[src/ebp_pkg.sv]
/*
 * Constants shared by the external bus pin block: APB register map, field
 * positions, reset values and pin widths.
 * Assumes a 32-bit APB slave on pclk with active-low asynchronous presetn.
 */
package ebp_pkg;
	localparam int unsigned addr_w = 16;
	localparam int unsigned data_w = 16;
	localparam int unsigned iaddr_w = 20;
	// apb byte offsets
	localparam logic [7:0] reg_ctrl = 8'h00;
	localparam logic [7:0] reg_opaddr = 8'h04;
	localparam logic [7:0] reg_opdata = 8'h08;
	localparam logic [7:0] reg_iaddr = 8'h0c;
	localparam logic [7:0] reg_idata = 8'h10;
	localparam logic [7:0] reg_discr = 8'h14;
	localparam logic [7:0] reg_status = 8'h18;
	localparam logic [7:0] reg_rddata = 8'h1c;
	// ctrl fields
	localparam int unsigned ctrl_own = 0;
	localparam int unsigned ctrl_op_wr = 1;
	localparam int unsigned ctrl_i_wr = 2;
	// discrete fields: cs_n, od1, od2, od3 in bits 3..0
	localparam int unsigned discr_w = 4;
	localparam logic [3:0] discr_reset = 4'h9;
	// status fields
	localparam int unsigned st_mode = 0;
	localparam int unsigned st_test_n = 1;
	localparam int unsigned st_own = 2;
	localparam int unsigned st_rd_valid = 3;
	localparam logic [31:0] ctrl_reset = 32'h0000_0000;
endpackage

[src/ebp_buf2.sv]
/*
 * Two-entry valid/ready buffer for captured read words.
 * Assumes a single clock and active-low asynchronous reset.
 */
`timescale 1ns/10ps
module ebp_buf2 (
	input wire logic pclk,
	input wire logic presetn,
	input wire logic in_valid,
	output logic in_ready,
	input wire logic [15:0] in_data,
	output logic out_valid,
	input wire logic out_ready,
	output logic [15:0] out_data
);
	logic [15:0] mem [2];
	logic wp;
	logic rp;
	logic [1:0] cnt;
	logic push;
	logic pop;

	assign in_ready = (cnt != 2'h2);
	assign out_valid = (cnt != 2'h0);
	assign out_data = mem[rp];
	assign push = in_valid && in_ready;
	assign pop = out_valid && out_ready;

	// storage; a stalled reader simply fills both slots
	always_ff @(posedge pclk or negedge presetn) begin
		if (!presetn) begin
			mem[0] <= 16'h0000;
			mem[1] <= 16'h0000;
		end else if (push) begin
			mem[wp] <= in_data;
		end
	end

	// pointers and fill count
	always_ff @(posedge pclk or negedge presetn) begin
		if (!presetn) begin
			wp <= 1'b0;
			rp <= 1'b0;
			cnt <= 2'h0;
		end else begin
			if (push)
				wp <= ~wp;
			if (pop)
				rp <= ~rp;
			cnt <= cnt + {1'b0, push} - {1'b0, pop};
		end
	end
endmodule

[src/ebp_pin_drv.sv]
/*
 * One group of tri-state pins: registered value and output enable.
 * Assumes the caller decides when the group may drive.
 */
`timescale 1ns/10ps
module ebp_pin_drv #(
	parameter int unsigned w = 16
) (
	input wire logic pclk,
	input wire logic presetn,
	input wire logic [w-1:0] value,
	input wire logic drive,
	output logic [w-1:0] pin_out,
	output logic pin_oe
);
	// both registered so pins change only on clock edges
	always_ff @(posedge pclk or negedge presetn) begin
		if (!presetn) begin
			pin_out <= '0;
			pin_oe <= 1'b0;
		end else begin
			pin_out <= value;
			pin_oe <= drive;
		end
	end
endmodule

[src/ebp_top.sv]
/*
 * External bus pin block: operand bus, instruction bus with emulation
 * discretes, controlled by software over APB.
 * Assumes bus ownership comes from an arbiter outside, and that the
 * mode select input is strapped for the whole run.
 */
// Chosen here: the APB register port and the placing of the registers.
`timescale 1ns/10ps
module ebp_top (
	input wire logic pclk,
	input wire logic presetn,
	input wire logic psel,
	input wire logic penable,
	input wire logic pwrite,
	input wire logic [7:0] paddr,
	input wire logic [31:0] pwdata,
	output logic [31:0] prdata,
	output logic pready,
	output logic pslverr,
	input wire logic bus_owned,
	input wire logic test_n,
	input wire logic emulation_mode_select,
	output logic [15:0] operand_addr_out,
	output logic operand_addr_oe,
	input wire logic [15:0] operand_data_in,
	output logic [15:0] operand_data_out,
	output logic operand_data_oe,
	output logic [15:0] instr_addr_out,
	output logic instr_addr_oe,
	output logic instr_addr16_or_discrete3,
	output logic instr_addr17_or_discrete2,
	output logic instr_addr18_or_discrete1,
	output logic instr_addr19_or_rom_select_n,
	output logic instr_upper_oe,
	input wire logic [15:0] instr_data_in,
	output logic [15:0] instr_data_out,
	output logic instr_data_oe,
	input wire logic output_register_instruction,
	input wire logic [3:0] output_register_value
);
	logic [31:0] ctrl;
	logic [15:0] op_addr;
	logic [15:0] op_wdata;
	logic [19:0] i_addr;
	logic [15:0] i_wdata;
	logic [3:0] discr;
	logic setup;
	logic access;
	logic wr_en;
	logic rd_en;
	logic drive_op;
	logic drive_op_data;
	logic drive_i_data;
	logic [3:0] next_upper;
	logic [15:0] ia_low;
	logic [3:0] ia_up;
	logic up_oe;
	logic cap_valid;
	logic cap_ready;
	logic [15:0] cap_data;
	logic rd_valid;
	logic rd_pop;
	logic [15:0] rd_word;

	assign setup = psel && !penable;
	assign access = psel && penable;
	assign wr_en = access && pwrite;
	assign rd_en = access && !pwrite;

	// apb answers in the access cycle itself, no wait states
	always_ff @(posedge pclk or negedge presetn) begin
		if (!presetn) begin
			pready <= 1'b0;
			pslverr <= 1'b0;
		end else begin
			pready <= setup;
			pslverr <= setup && (paddr[1:0] != 2'h0 ||
				paddr > ebp_pkg::reg_rddata);
		end
	end

	// software control registers
	always_ff @(posedge pclk or negedge presetn) begin
		if (!presetn) begin
			ctrl <= ebp_pkg::ctrl_reset;
			op_addr <= 16'h0000;
			op_wdata <= 16'h0000;
			i_addr <= 20'h00000;
			i_wdata <= 16'h0000;
		end else if (wr_en && pready) begin
			unique case (paddr)
				ebp_pkg::reg_ctrl: ctrl <= pwdata;
				ebp_pkg::reg_opaddr: op_addr <= pwdata[15:0];
				ebp_pkg::reg_opdata: op_wdata <= pwdata[15:0];
				ebp_pkg::reg_iaddr: i_addr <= pwdata[19:0];
				ebp_pkg::reg_idata: i_wdata <= pwdata[15:0];
				default: ;
			endcase
		end
	end

	// discretes move only on the output-register instruction, never
	// by a plain bus write, so software cannot bypass the core
	always_ff @(posedge pclk or negedge presetn) begin
		if (!presetn)
			discr <= ebp_pkg::discr_reset;
		else if (output_register_instruction)
			discr <= output_register_value;
	end

	// read mux, registered so prdata comes straight from a flip-flop
	always_ff @(posedge pclk or negedge presetn) begin
		if (!presetn) begin
			prdata <= 32'h0000_0000;
		end else if (setup && !pwrite) begin
			unique case (paddr)
				ebp_pkg::reg_ctrl: prdata <= ctrl;
				ebp_pkg::reg_opaddr: prdata <= {16'h0000, op_addr};
				ebp_pkg::reg_opdata: prdata <= {16'h0000, op_wdata};
				ebp_pkg::reg_iaddr: prdata <= {12'h000, i_addr};
				ebp_pkg::reg_idata: prdata <= {16'h0000, i_wdata};
				ebp_pkg::reg_discr: prdata <= {28'h0000000, discr};
				ebp_pkg::reg_status: prdata <= {28'h0000000, rd_valid,
					bus_owned, test_n, emulation_mode_select};
				ebp_pkg::reg_rddata: prdata <= {15'h0000, rd_valid,
					rd_word};
				default: prdata <= 32'h0000_0000;
			endcase
		end
	end

	// a read of the data register pops one captured word
	assign rd_pop = rd_en && pready && (paddr == ebp_pkg::reg_rddata);

	// operand pins only when owned by arbitration and not in test
	assign drive_op = bus_owned && ctrl[ebp_pkg::ctrl_own] && test_n;
	assign drive_op_data = drive_op && ctrl[ebp_pkg::ctrl_op_wr];
	// instruction data ignores ownership: test or a clear ctrl_i_wr bit floats it
	assign drive_i_data = test_n && ctrl[ebp_pkg::ctrl_i_wr];

	// upper instruction outputs: address in native, discretes in emulation
	always_comb begin
		if (emulation_mode_select)
			next_upper = discr;
		else
			next_upper = i_addr[19:16];
	end

	ebp_pin_drv #(.w(16)) u_op_addr (
		.pclk(pclk),
		.presetn(presetn),
		.value(op_addr),
		.drive(drive_op),
		.pin_out(operand_addr_out),
		.pin_oe(operand_addr_oe)
	);

	ebp_pin_drv #(.w(16)) u_op_data (
		.pclk(pclk),
		.presetn(presetn),
		.value(op_wdata),
		.drive(drive_op_data),
		.pin_out(operand_data_out),
		.pin_oe(operand_data_oe)
	);

	ebp_pin_drv #(.w(16)) u_i_addr (
		.pclk(pclk),
		.presetn(presetn),
		.value(i_addr[15:0]),
		.drive(test_n),
		.pin_out(ia_low),
		.pin_oe(instr_addr_oe)
	);
	assign instr_addr_out = ia_low;

	ebp_pin_drv #(.w(4)) u_i_upper (
		.pclk(pclk),
		.presetn(presetn),
		.value(next_upper),
		.drive(test_n),
		.pin_out(ia_up),
		.pin_oe(up_oe)
	);
	assign instr_addr19_or_rom_select_n = ia_up[3];
	assign instr_addr18_or_discrete1 = ia_up[2];
	assign instr_addr17_or_discrete2 = ia_up[1];
	assign instr_addr16_or_discrete3 = ia_up[0];
	assign instr_upper_oe = up_oe;

	ebp_pin_drv #(.w(16)) u_i_data (
		.pclk(pclk),
		.presetn(presetn),
		.value(i_wdata),
		.drive(drive_i_data),
		.pin_out(instr_data_out),
		.pin_oe(instr_data_oe)
	);

	// capture instruction data each cycle the stage is empty or the buffer takes its word; a word is
	// offered only while nobody drives the pins and not in test
	always_ff @(posedge pclk or negedge presetn) begin
		if (!presetn) begin
			cap_valid <= 1'b0;
			cap_data <= 16'h0000;
		end else if (!cap_valid || cap_ready) begin
			cap_valid <= test_n && !instr_data_oe && !drive_i_data;
			cap_data <= instr_data_in;
		end
	end

	ebp_buf2 u_buf (
		.pclk(pclk),
		.presetn(presetn),
		.in_valid(cap_valid),
		.in_ready(cap_ready),
		.in_data(cap_data),
		.out_valid(rd_valid),
		.out_ready(rd_pop),
		.out_data(rd_word)
	);
endmodule

[config.mk]
export PLATFORM = sky130hd
export DESIGN_NAME = ebp_top
export DESIGN_NICKNAME = d
export VERILOG_FILES = /design/src/ebp_pkg.sv /design/src/ebp_buf2.sv /design/src/ebp_pin_drv.sv /design/src/ebp_top.sv
export SDC_FILE = /design/constraint.sdc
export NUM_CORES = 1
export LEC_CHECK = 0
export ABC_AREA = 0
export BUFFER_PORTS_ARGS = -buffer_cell sky130_fd_sc_hd__buf_2
export CORE_MARGIN = 2
export CORE_UTILIZATION = 59
export DETAILED_ROUTE_END_ITERATION = 10
export GPL_TIMING_DRIVEN = 0
export PLACE_DENSITY = 0.81
export SYNTH_ARGS = -nofsm -noshare
export SYNTH_HDL_FRONTEND = slang
export SYNTH_SLANG_ARGS = --single-unit
[constraint.sdc]
create_clock -name pclk -period 5.6 [get_ports pclk]
set_input_delay 0.56 -clock pclk [delete_from_list [all_inputs] [get_ports pclk]]
set_output_delay 0.56 -clock pclk [all_outputs]
set_load 0.02 [all_outputs]
==> results of run 1 <==
[power by group]
part	switching, mW	total, mW	internal [mW]
combinational	0.289	0.586	0.297
sequential	0.109	2.19	2.08
clock	0.742	1.92	1.18
total	1.14	4.69	3.55
[how the worst min path moves through the flow]
stage / to / slack (ns) / cells past startpoint / from
2_1_floorplan: cap_data[0] / 0.26 / 0 / presetn
3_3_place_gp: u_op_addr.pin_out[4] / 0.38 / 0 / op_addr[4]
3_5_place_dp: u_i_data.pin_out[0] / 0.38 / 0 / i_wdata[0]
4_1_cts: u_i_upper.pin_oe / 0.20 / 1 / test_n
5_1_grt: u_i_upper.pin_oe / 0.21 / 1 / test_n
6_report: u_i_upper.pin_oe / 0.22 / 1 / test_n
[routing by layer]
layer | share of wire, % | GRT usage, % | vias up
met5 | 0 | 0 | -
met4 | 2.9 | 8.391 | 0
met3 | 7.3 | 6.044 | 55
met2 | 49 | 46.87 | 273
met1 | 40 | 38.59 | 3319
li1 | - | - | 2743
[cells by family (layout without fill, tap and decap cells)]
group                    after synthesis  count (layout)  share of synthesized area (%)
AND/OR/NAND/NOR                       65              65                          3.974
flip-flops                           263             263                          64.93
adder cells (fa/ha/maj)                2               2                         0.2468
AO/OA/AOI/OAI                         73              73                          5.504
XOR/XNOR                               4               4                         0.3456
buffers and inverters                 38             263                          1.764
other                                  0               3                              0
multiplexers                         192             192                          23.24
[synthesized netlist by cell type (7+ instances only)]
master,instances,area [um2]
a21oi_1,7,35.03
nor2_1,14,52.55
a22oi_1,16,120.1
o21ai_0,8,40.04
mux2i_1,10,100.1
o2bb2ai_1,11,96.34
nand2_1,13,48.80
a22o_1,23,201.4
buf_2,11,55.05
clkbuf_1,17,63.81
mux2_2,154,1734
dfrtp_1,261,6531
mux4_2,15,337.8
mux2_4,10,150.1
[cells in the final DEF, fill, tap and decap left out, types with 3 or more instances in the layout]
cell type / n
a22o_1: 23
mux2_2: 154
dfrtp_1: 261
mux2i_1: 10
nand4_1: 3
buf_2: 183
nor2_1: 14
a32oi_1: 3
bufinv_16: 5
mux2_4: 10
o21ai_0: 8
mux2_1: 3
diode_2: 3
nand2_1: 13
clkbuf_8: 4
nor3_1: 3
xnor2_1: 3
clkbuf_1: 21
and2_1: 3
clkinv_2: 5
nand3_1: 6
mux4_2: 15
nand3b_1: 3
a22oi_1: 16
o2bb2ai_1: 11
a21oi_1: 7
clkbuf_16: 27
inv_1: 4
[final cells by class]
class,instances,area [um2]
Inverter,4,15.01
Clock inverter,14,219.0
Multi-Input combinational cell,336,3377
Antenna cell,3,7.507
Clock buffer,35,745.7
Buffer,34,163.9
Tap cell,220,275.3
Timing Repair Buffer,176,940.9
Sequential cell,263,6584
Fill cell,1080,4373
[stage by stage]
stage | setup WS [ns] | cell area [um2] | cells
final | 3.232 | 12330 | 1085
after global routing | 2.972 | 12330 | 1084
after CTS | 3.268 | 12320 | 1082
after detailed placement | 2.750 | 11350 | 1032
after global placement | -0.3008 | 11280 | 1030
after floorplan | 3.191 | 10140 | 637
[flip-flops by register name, indices dropped and copies added (netlist names), 16 cells and up]
name / flops
cap_data: 16
ctrl: 32
i_addr: 20
i_wdata: 16
op_addr: 16
op_wdata: 16
prdata: 32
u_buf.mem: 32
u_i_addr.pin_out: 16
u_i_data.pin_out: 16
u_op_addr.pin_out: 16
u_op_data.pin_out: 16
[worst reg2reg max path, stage by stage, from the launching register on]
cell and delay [ns]:
dfrtp_1 0.42, nand2b_1 0.10, nand2_1 0.10, nor2_1 0.50
clkbuf_1 0.52, mux2_2 0.41
==> qor.yml, run 1 <==
critical_path:
  ff2ff_path_depth: 5
  cp-startpoint: "paddr[2]"
  crit_buf_inv: 3
  reg2reg_from: "u_buf.cnt[1]"
  crit_type: "in -> reg"
  slowest_stage: "nor3_1"
  cp_data_arrival_time_ns: 2.82
  timing.rr.end: "u_buf.mem[23]"
  path_delay_family: "simple AND/OR/NAND/NOR gates"
  rrSetupSlack_ns: 3.43
  path_max_fanout: 8
  cp-start-kind: "primary input"
  cp.required_ns: 6.06
  path_cells: "buf_2, nor4bb_1, clkbuf_1, nand4_1, nor3_1, ha_1, inv_1, ha_1, xnor2_1, xnor2_1"
  cp.depth: 10
  critPathCapture: "u_buf.cnt[1]"
  cp-end-kind: "flop"
  crit_path_max_incr_delay_ns: 0.37
route:
  drc: 0
  viasPerCell: 5.889
  vias: 6390
  ant_nets: 0
  drt-total-wl_mm: 24.96
  drt_iter0_drc: 489
  dr.pass1.iters: 5
  avgRoutedWirePerCell_um: 23.00
place:
  hpwlAfterDp_mm: 17.13
  place.gp.congestion: 0.8669
  io_buffer_count: 173
sta:
  post-route-period-util_pct: 42.28
  period_minus_slack_ns: 2.368
  slew_headroom_pct: 44.22
  tightest_slew_ns: 0.8368
  tns_ns: 0
  grt_setup_unrepaired: "no"
  holdWs_ns: 0.2197
  slew_viol_final: 0
  setup_viol: 0
  fmax_ghz: 0.4223
  skew_ns: 0.01290
  hold_viol: 0
power_and_ir_drop:
  ir_worst_vdd_uv: 265.5
  powerDensity_nw_per_um2: 380.7
  leakage_nw: 6.340
  total_power_mw: 4.693
clock_tree:
  path_clk_slew_ns: 0.06
  cts_tree: "yes"
  clockBufferDepth: 3
  numCtsBuffers: 27
  htree_levels: 1
  cts_resized: 0
  root_buffer: "clkbuf_16"
  cts_post_setup_buffers_inserted: 0
  cts-hold-fix-buffers: 1
  cts.sink_count: 263
  clk_latency_ns: 0.54
logic_synthesis:
  ys_seq_elements: 263
  ys_warn_count: 0
  ys_async_sr_fraction_pct: 100.0
  syn_area_um2: 10140
  synth_edf_count: 0
  yosysSeqAreaShare_pct: 64.93
  syn_nets: 724
  syn_inst: 637
  postSynthAreaPerCell_um2: 15.92
  synth_cell_types: 51
  synth_flop_cell: "dfrtp_1"
floorplan:
  dieWidth_um: 135.1
  start_util_pct: 60.71
  ioPinCount: 192
  rows: 47
  fp.dieH_um: 135.1
  coreArea_um2: 16700
  die_area_um2: 18250
grt:
  grtUsageTotal_pct: 28.38
  antenna_found_initial: 4
  grt_pass1_vias: 6904
  grt_pass1_wl_mm: 39.30
  grt-ovfl-total: 0
  grt_max_degree: 123
layout:
  area_delta_synth_final_pct: 21.58
  nNetsFinal: 929
  drive_gt1_share_pct: 49.19
  post-route-util_pct: 73.82
flow_run:
  cap_violations: 0
worst_hold_path:
  hold_class: "in -> reg"
status:
  outcome: "finished clean"
Note: power is estimated with default switching activity, not from simulation.
==> run 2: changes to the inputs <==
--- a/config.mk
+++ b/config.mk
@@ -8,10 +8,10 @@
 export ABC_AREA = 0
 export BUFFER_PORTS_ARGS = -buffer_cell sky130_fd_sc_hd__buf_2
 export CORE_MARGIN = 2
-export CORE_UTILIZATION = 59
+export CORE_UTILIZATION = 55
 export DETAILED_ROUTE_END_ITERATION = 10
 export GPL_TIMING_DRIVEN = 0
-export PLACE_DENSITY = 0.81
+export PLACE_DENSITY = 0.76
 export SYNTH_ARGS = -nofsm -noshare
 export SYNTH_HDL_FRONTEND = slang
 export SYNTH_SLANG_ARGS = --single-unit
==> constraint.sdc (replaced) <==
create_clock -name pclk -period 2.2 [get_ports pclk]
set_input_delay 0.22 -clock pclk [delete_from_list [all_inputs] [get_ports pclk]]
set_output_delay 0.22 -clock pclk [all_outputs]
set_load 0.02 [all_outputs]
==> qor.yml, run 2 (synthesis results as in run 1) <==
power_and_ir_drop:
  ir_worst_vdd_uv: 974.9  # +270%
  leakage_nw: 6.535  # +3.1%
  powerDensity_nw_per_um2: 897.9  # +140%
sta:
  post-route-period-util_pct: 94.41
  slew_viol_final: 0  # unchanged
  slew_headroom_pct: 37.60  # -6.6 points
  setup_viol: 0  # unchanged
  grt_setup_unrepaired: "no"
  tightest_slew_ns: 0.9361  # +0.09931 ns
  skew_ns: 0.008892  # -0.004010 ns
  fin_ws_ns: 0.1229  # -3.109 ns
  hold_viol: 0  # unchanged
  period_minus_slack_ns: 2.077
  fmax_ghz: 0.4814
worst_hold_path:
  min_path_cells: 2  # +1
  hold_class: "in -> reg"
  hold_start: "output_register_instruction"
  worstHoldEndpoint: "discr[1]"
clock_tree:
  clk_latency_ns: 0.53  # about the same
  numCtsBuffers: 27  # unchanged
  cts.sink_count: 263  # unchanged
  root_buffer: "clkbuf_16"
  path_clk_slew_ns: 0.06  # about the same
  clockBufferDepth: 3  # unchanged
  cts_tree: "yes"
  htree_levels: 1  # unchanged
layout:
  fillCellCount: 1243  # +15%
  area_delta_synth_final_pct: 26.25
  nNetsFinal: 986  # +6.1%
  reg_top3: "ctrl: 32 flops, prdata: 32 flops, u_buf.mem: 32 flops"
  final_common_cell: "dfrtp_1"
  drive_gt1_share_pct: 45.92  # -3.3 points
  design_area_um2: 12800  # +3.8%
  layout_common_cells: "dfrtp_1 (261), buf_2 (183), mux2_2 (154)"
route:
  drc: 0  # unchanged
  drt-total-wl_mm: 24.94  # about the same
  drt_iter0_drc: 339  # -31%
  vias: 6486  # +1.5%
  avgRoutedWirePerCell_um: 21.71  # -5.6%
  dr.pass1.iters: 4  # -1
  viasPerCell: 5.645  # -4.2%
  ant_nets: 0  # unchanged
critical_path:
  cp-end-kind: "flop"
  crit_buf_inv: 1  # -2
  slowest_stage: "clkbuf_1"
  ff2ff_path_depth: 5  # unchanged
  cp-start-kind: "flop"
  crit_type: "reg -> reg"
  path_max_fanout: 10  # +2
  timing.rr.end: "i_addr[2]"
  reg2reg_from: "pready"
  cp-startpoint: "pready"
  cp_data_arrival_time_ns: 2.48  # -0.34 ns
  cp.required_ns: 2.61  # -3.45 ns
  path_cells: "nand4_1, nor3_2, nand2_1, clkbuf_1, mux2_2"
  rrSetupSlack_ns: 0.12  # -3.31 ns
  path_delay_family: "buffers and inverters"
  crit_path_max_incr_delay_ns: 0.71  # +0.34 ns
floorplan:
  ioPinCount: 192  # unchanged
  fp.dieH_um: 139.8  # +3.5%
  coreArea_um2: 18020  # +7.9%
  start_util_pct: 56.25  # -4.5 points
  dieWidth_um: 139.8  # +3.5%
  die_area_um2: 19540  # +7.1%
  rows: 49  # +4.3%
place:
  place_area_um2: 11360  # about the same
  dp_slack_ns: -0.2835  # -3.034 ns
  place.gp.congestion: 0.8588  # -0.93%
  io_buffer_count: 173  # unchanged
  hpwlAfterDp_mm: 17.00  # -0.78%
flow_run:
  cap_violations: 0  # unchanged
grt:
  antenna_found_initial: 1  # -3
  grt_busiest_layer: "met2"
  grtUsageTotal_pct: 25.89  # -2.5 points
  met2_usage_pct: 42.23  # -4.6 points
  grtUsageMet3_pct: 6.091  # +0.047 points
  grt_use_met1_pct: 34.06  # -4.5 points
  grt-ovfl-total: 0  # unchanged
  grt_max_degree: 123  # unchanged
  grt_pass1_wl_mm: 39.34  # +0.10%
  grt_pass1_vias: 7106  # +2.9%
status:
  outcome: "finished clean"
==> run 2: cell count changes in the layout (fill, tap and decap cells not counted), sizes merged <==
cell and change:
dlygate4sd3 +57, clkbuf +7, bufinv -5, clkinv -2, diode -2, clkinvlp -1, inv +1
==> run 2: stage by stage <==
stage,cells,setup TNS (ns),hold WS (ns),total power [mW],utilization (%)
after floorplan,637,0,-0.07559,6.535,-
after global placement,1039,-886.73,0.3744,6.987,62.65
after detailed placement,1041,-3.899,0.1537,7.113,63.01
after CTS,1148,0,0.0004485,11.57,71.00
after global routing,1149,0,0.02557,11.95,71.02
final,1149,0,0.01949,11.49,71.02
==> run 2: how the worst max path moves through the flow <==
stage | endpoint | depth (start not counted)
after floorplan | u_buf.cnt[1] | 10
after global placement | prdata[23] | 1
after detailed placement | u_buf.cnt[1] | 10
after CTS | u_buf.mem[29] | 5
after global routing | prdata[8] | 6
final | i_addr[2] | 5
==> run 2: layout make-up <==
cell class	count	area (um2)	area share (%)
inverters	4	15.01	0.1173
plain buffers	34	165.2	1.290
well taps	229	286.5	2.238
clock buffers	42	812.0	6.343
flip-flops and latches	263	6584	51.43
clock inverters	7	47.55	0.3714
repair buffers	233	1511	11.81
diodes	1	2.502	0.01955
multi-input cells	336	3377	26.38
==> run 2: where the power goes <==
part / switching [mW] / internal [mW]
clock network: 1.85 / 2.54
registers: 0.263 / 5.30
logic: 0.724 / 0.826
total: 2.83 / 8.66
==> run 2: per-layer routing <==
layer	up-vias	wire, um
met5	-	0
met4	0	917
met1	3331	10190
met3	63	1823
li1	2862	-
met2	230	12020
==> run 2: what timing repair did <==
action                                 4_1_cts  5_1_grt
hold buffers                                58        0
setup endpoints to repair                    0       10
setup buffers                                0        0
endpoints found under the hold margin      170        0
gates resized for setup                      0        2
==> run 3: changes to the inputs <==
==> constraint.sdc (replaced) <==
create_clock -name pclk -period 2.2 [get_ports pclk]
set_input_delay 0.11 -clock pclk [delete_from_list [all_inputs] [get_ports pclk]]
set_output_delay 0.11 -clock pclk [all_outputs]
set_load 0.02 [all_outputs]
==> qor.yml, run 3 (synthesis results as in run 1) <==
grt:
  grt_pass1_wl_mm: 39.81  # +1.2%
  grt-ovfl-total: 0  # unchanged
  grt_pass1_vias: 7156  # +0.70%
  grt_max_degree: 123  # unchanged
  grtUsageTotal_pct: 26.13  # +0.24 points
  antenna_found_initial: 0  # -1
floorplan:
  die_area_um2: 19540  # unchanged
  coreArea_um2: 18020  # unchanged
  rows: 49  # unchanged
  start_util_pct: 56.25  # unchanged
  ioPinCount: 192  # unchanged
  fp.dieH_um: 139.8  # unchanged
  dieWidth_um: 139.8  # unchanged
layout:
  layout_common_cells: "dfrtp_1 (261), buf_2 (183), mux2_2 (154)"
  nNetsFinal: 993  # +0.71%
  reg_top3: "ctrl: 32 flops, prdata: 32 flops, u_buf.mem: 32 flops"
  final_common_cell: "dfrtp_1"
  area_delta_synth_final_pct: 27.02
  post-route-util_pct: 71.46  # +0.44 points
  drive_gt1_share_pct: 45.79  # -0.13 points
  fillCellCount: 1233  # -0.80%
  diodes: 0  # -1
  instances_no_fill: 1155  # +0.52%
critical_path:
  cp.depth: 5  # unchanged
  path_max_fanout: 10  # unchanged
  crit_type: "reg -> reg"
  path_delay_family: "simple AND/OR/NAND/NOR gates"
  cp-start-kind: "flop"
  cp-end-kind: "flop"
  cp.required_ns: 2.61  # about the same
  slowest_stage: "dfrtp_1"
  cp_data_arrival_time_ns: 2.48  # about the same
  crit_buf_inv: 1  # unchanged
  path_cells: "nand4_1, nor3_2, nand4b_2, buf_4, mux2_2"
  ff2ff_path_depth: 5  # unchanged
  crit_path_max_incr_delay_ns: 0.40  # -0.31 ns
clock_tree:
  cts.sink_count: 263  # unchanged
  htree_levels: 1  # unchanged
  path_clk_slew_ns: 0.06  # about the same
  cts_post_setup_buffers_inserted: 0  # unchanged
  clockBufferDepth: 3  # unchanged
  cts_tree: "yes"
  clk_latency_ns: 0.53  # about the same
  numCtsBuffers: 27  # unchanged
  root_buffer: "clkbuf_16"
route:
  drc: 0  # unchanged
  avgRoutedWirePerCell_um: 21.79  # +0.37%
  vias: 6604  # +1.8%
  dr.pass1.iters: 4  # unchanged
  ant_nets: 0  # unchanged
  drt_iter0_drc: 326  # -3.8%
  drt-total-wl_mm: 25.17  # +0.89%
  viasPerCell: 5.718  # +1.3%
sta:
  skew_ns: 0.008395  # -0.0004967 ns
  post-route-period-util_pct: 93.97  # -0.44 points
  fmax_ghz: 0.4837  # +0.47%
  setup_viol: 0  # unchanged
  grt_setup_unrepaired: "no"
  period_minus_slack_ns: 2.067  # -0.009684 ns
  tns_ns: 0  # unchanged
  slew_headroom_pct: 37.41  # -0.19 points
  slew_viol_final: 0  # unchanged
  hold_viol: 0  # unchanged
  fin_ws_ns: 0.1326  # +0.009684 ns
  tightest_slew_ns: 0.9389  # +0.002850 ns
status:
  outcome: "finished clean"
place:
  place.gp.congestion: 0.8588  # unchanged
  hpwlAfterDp_mm: 17.00  # unchanged
  io_buffer_count: 173  # unchanged
  dp_slack_ns: -0.1735  # +0.1100 ns
  placedCellCount: 1041  # unchanged
power_and_ir_drop:
  leakage_nw: 6.569  # +0.51%
  ir_worst_vdd_uv: 974.8  # about the same
  powerDensity_nw_per_um2: 893.8  # -0.45%
flow_run:
  cap_violations: 0  # unchanged
worst_hold_path:
  hold_class: "in -> reg"
  min_path_cells: 4  # +2
## run 3: routing by layer
metal,track usage (%),wire [um],vias to the layer above
li1,-,-,2877
met1,34.50,10390,3417
met2,43.06,12230,246
met3,5.850,1698,64
met4,9.421,846,0
met5,0,0,-
## run 3: what timing repair did
item,CTS,global route
hold endpoints to repair,285,0
resized for setup,0,4
setup endpoints to repair,0,21
hold buffers,65,0
## run 3: worst reg2reg max path, cell delays in order (launching register included)
cell      delay [ns]
dfrtp_1         0.40
nand4_1         0.22
nor3_2          0.29
nand4b_2        0.40
buf_4           0.35
mux2_2          0.29
## run 3: power by group
group	switching [mW]	leakage, nW	internal [mW]
registers	0.268	3.54	5.30
logic	0.734	2.61	0.835
clock network	1.84	0.425	2.54
total	2.84	6.57	8.67
## run 3: area by class of cell
| cell class | instances | area [um2] | area share (%) |
|---|---|---|---|
| clock inverter | 7 | 47.55 | 0.3691 |
| inverter | 4 | 15.01 | 0.1166 |
| timing repair buffer | 240 | 1582 | 12.28 |
| tap | 229 | 286.5 | 2.225 |
| clock buffer | 42 | 812.0 | 6.305 |
| sequential | 263 | 6584 | 51.12 |
| multi-input combinational | 336 | 3388 | 26.31 |
| buffer | 34 | 165.2 | 1.282 |
## run 3: worst paths after layout
| check | start | end | slack [ns] |
|---|---|---|---|
| setup / recovery | pready | op_wdata[5] | 0.13 |
| setup reg to reg | pready | op_wdata[5] | 0.13 |
| hold reg to reg | op_wdata[4] | u_op_data.pin_out[4] | 0.39 |
| min in group asynchronous | presetn | u_buf.mem[28] | 0.08 |
| hold / removal | paddr[6] | prdata[3] | 0.03 |
| max in group asynchronous | presetn | ctrl[29] | 1.20 |
## run 3: stage by stage
step / cell area (um2) / total power, mW / hold slack [ns]
after floorplan: 10140 / 6.535 / -0.1856
after global placement: 11290 / 6.987 / 0.2907
after detailed placement: 11360 / 7.113 / 0.04371
after CTS: 12870 / 11.58 / 0.003665
after global routing: 12880 / 11.97 / 0.05135
final: 12880 / 11.51 / 0.03125
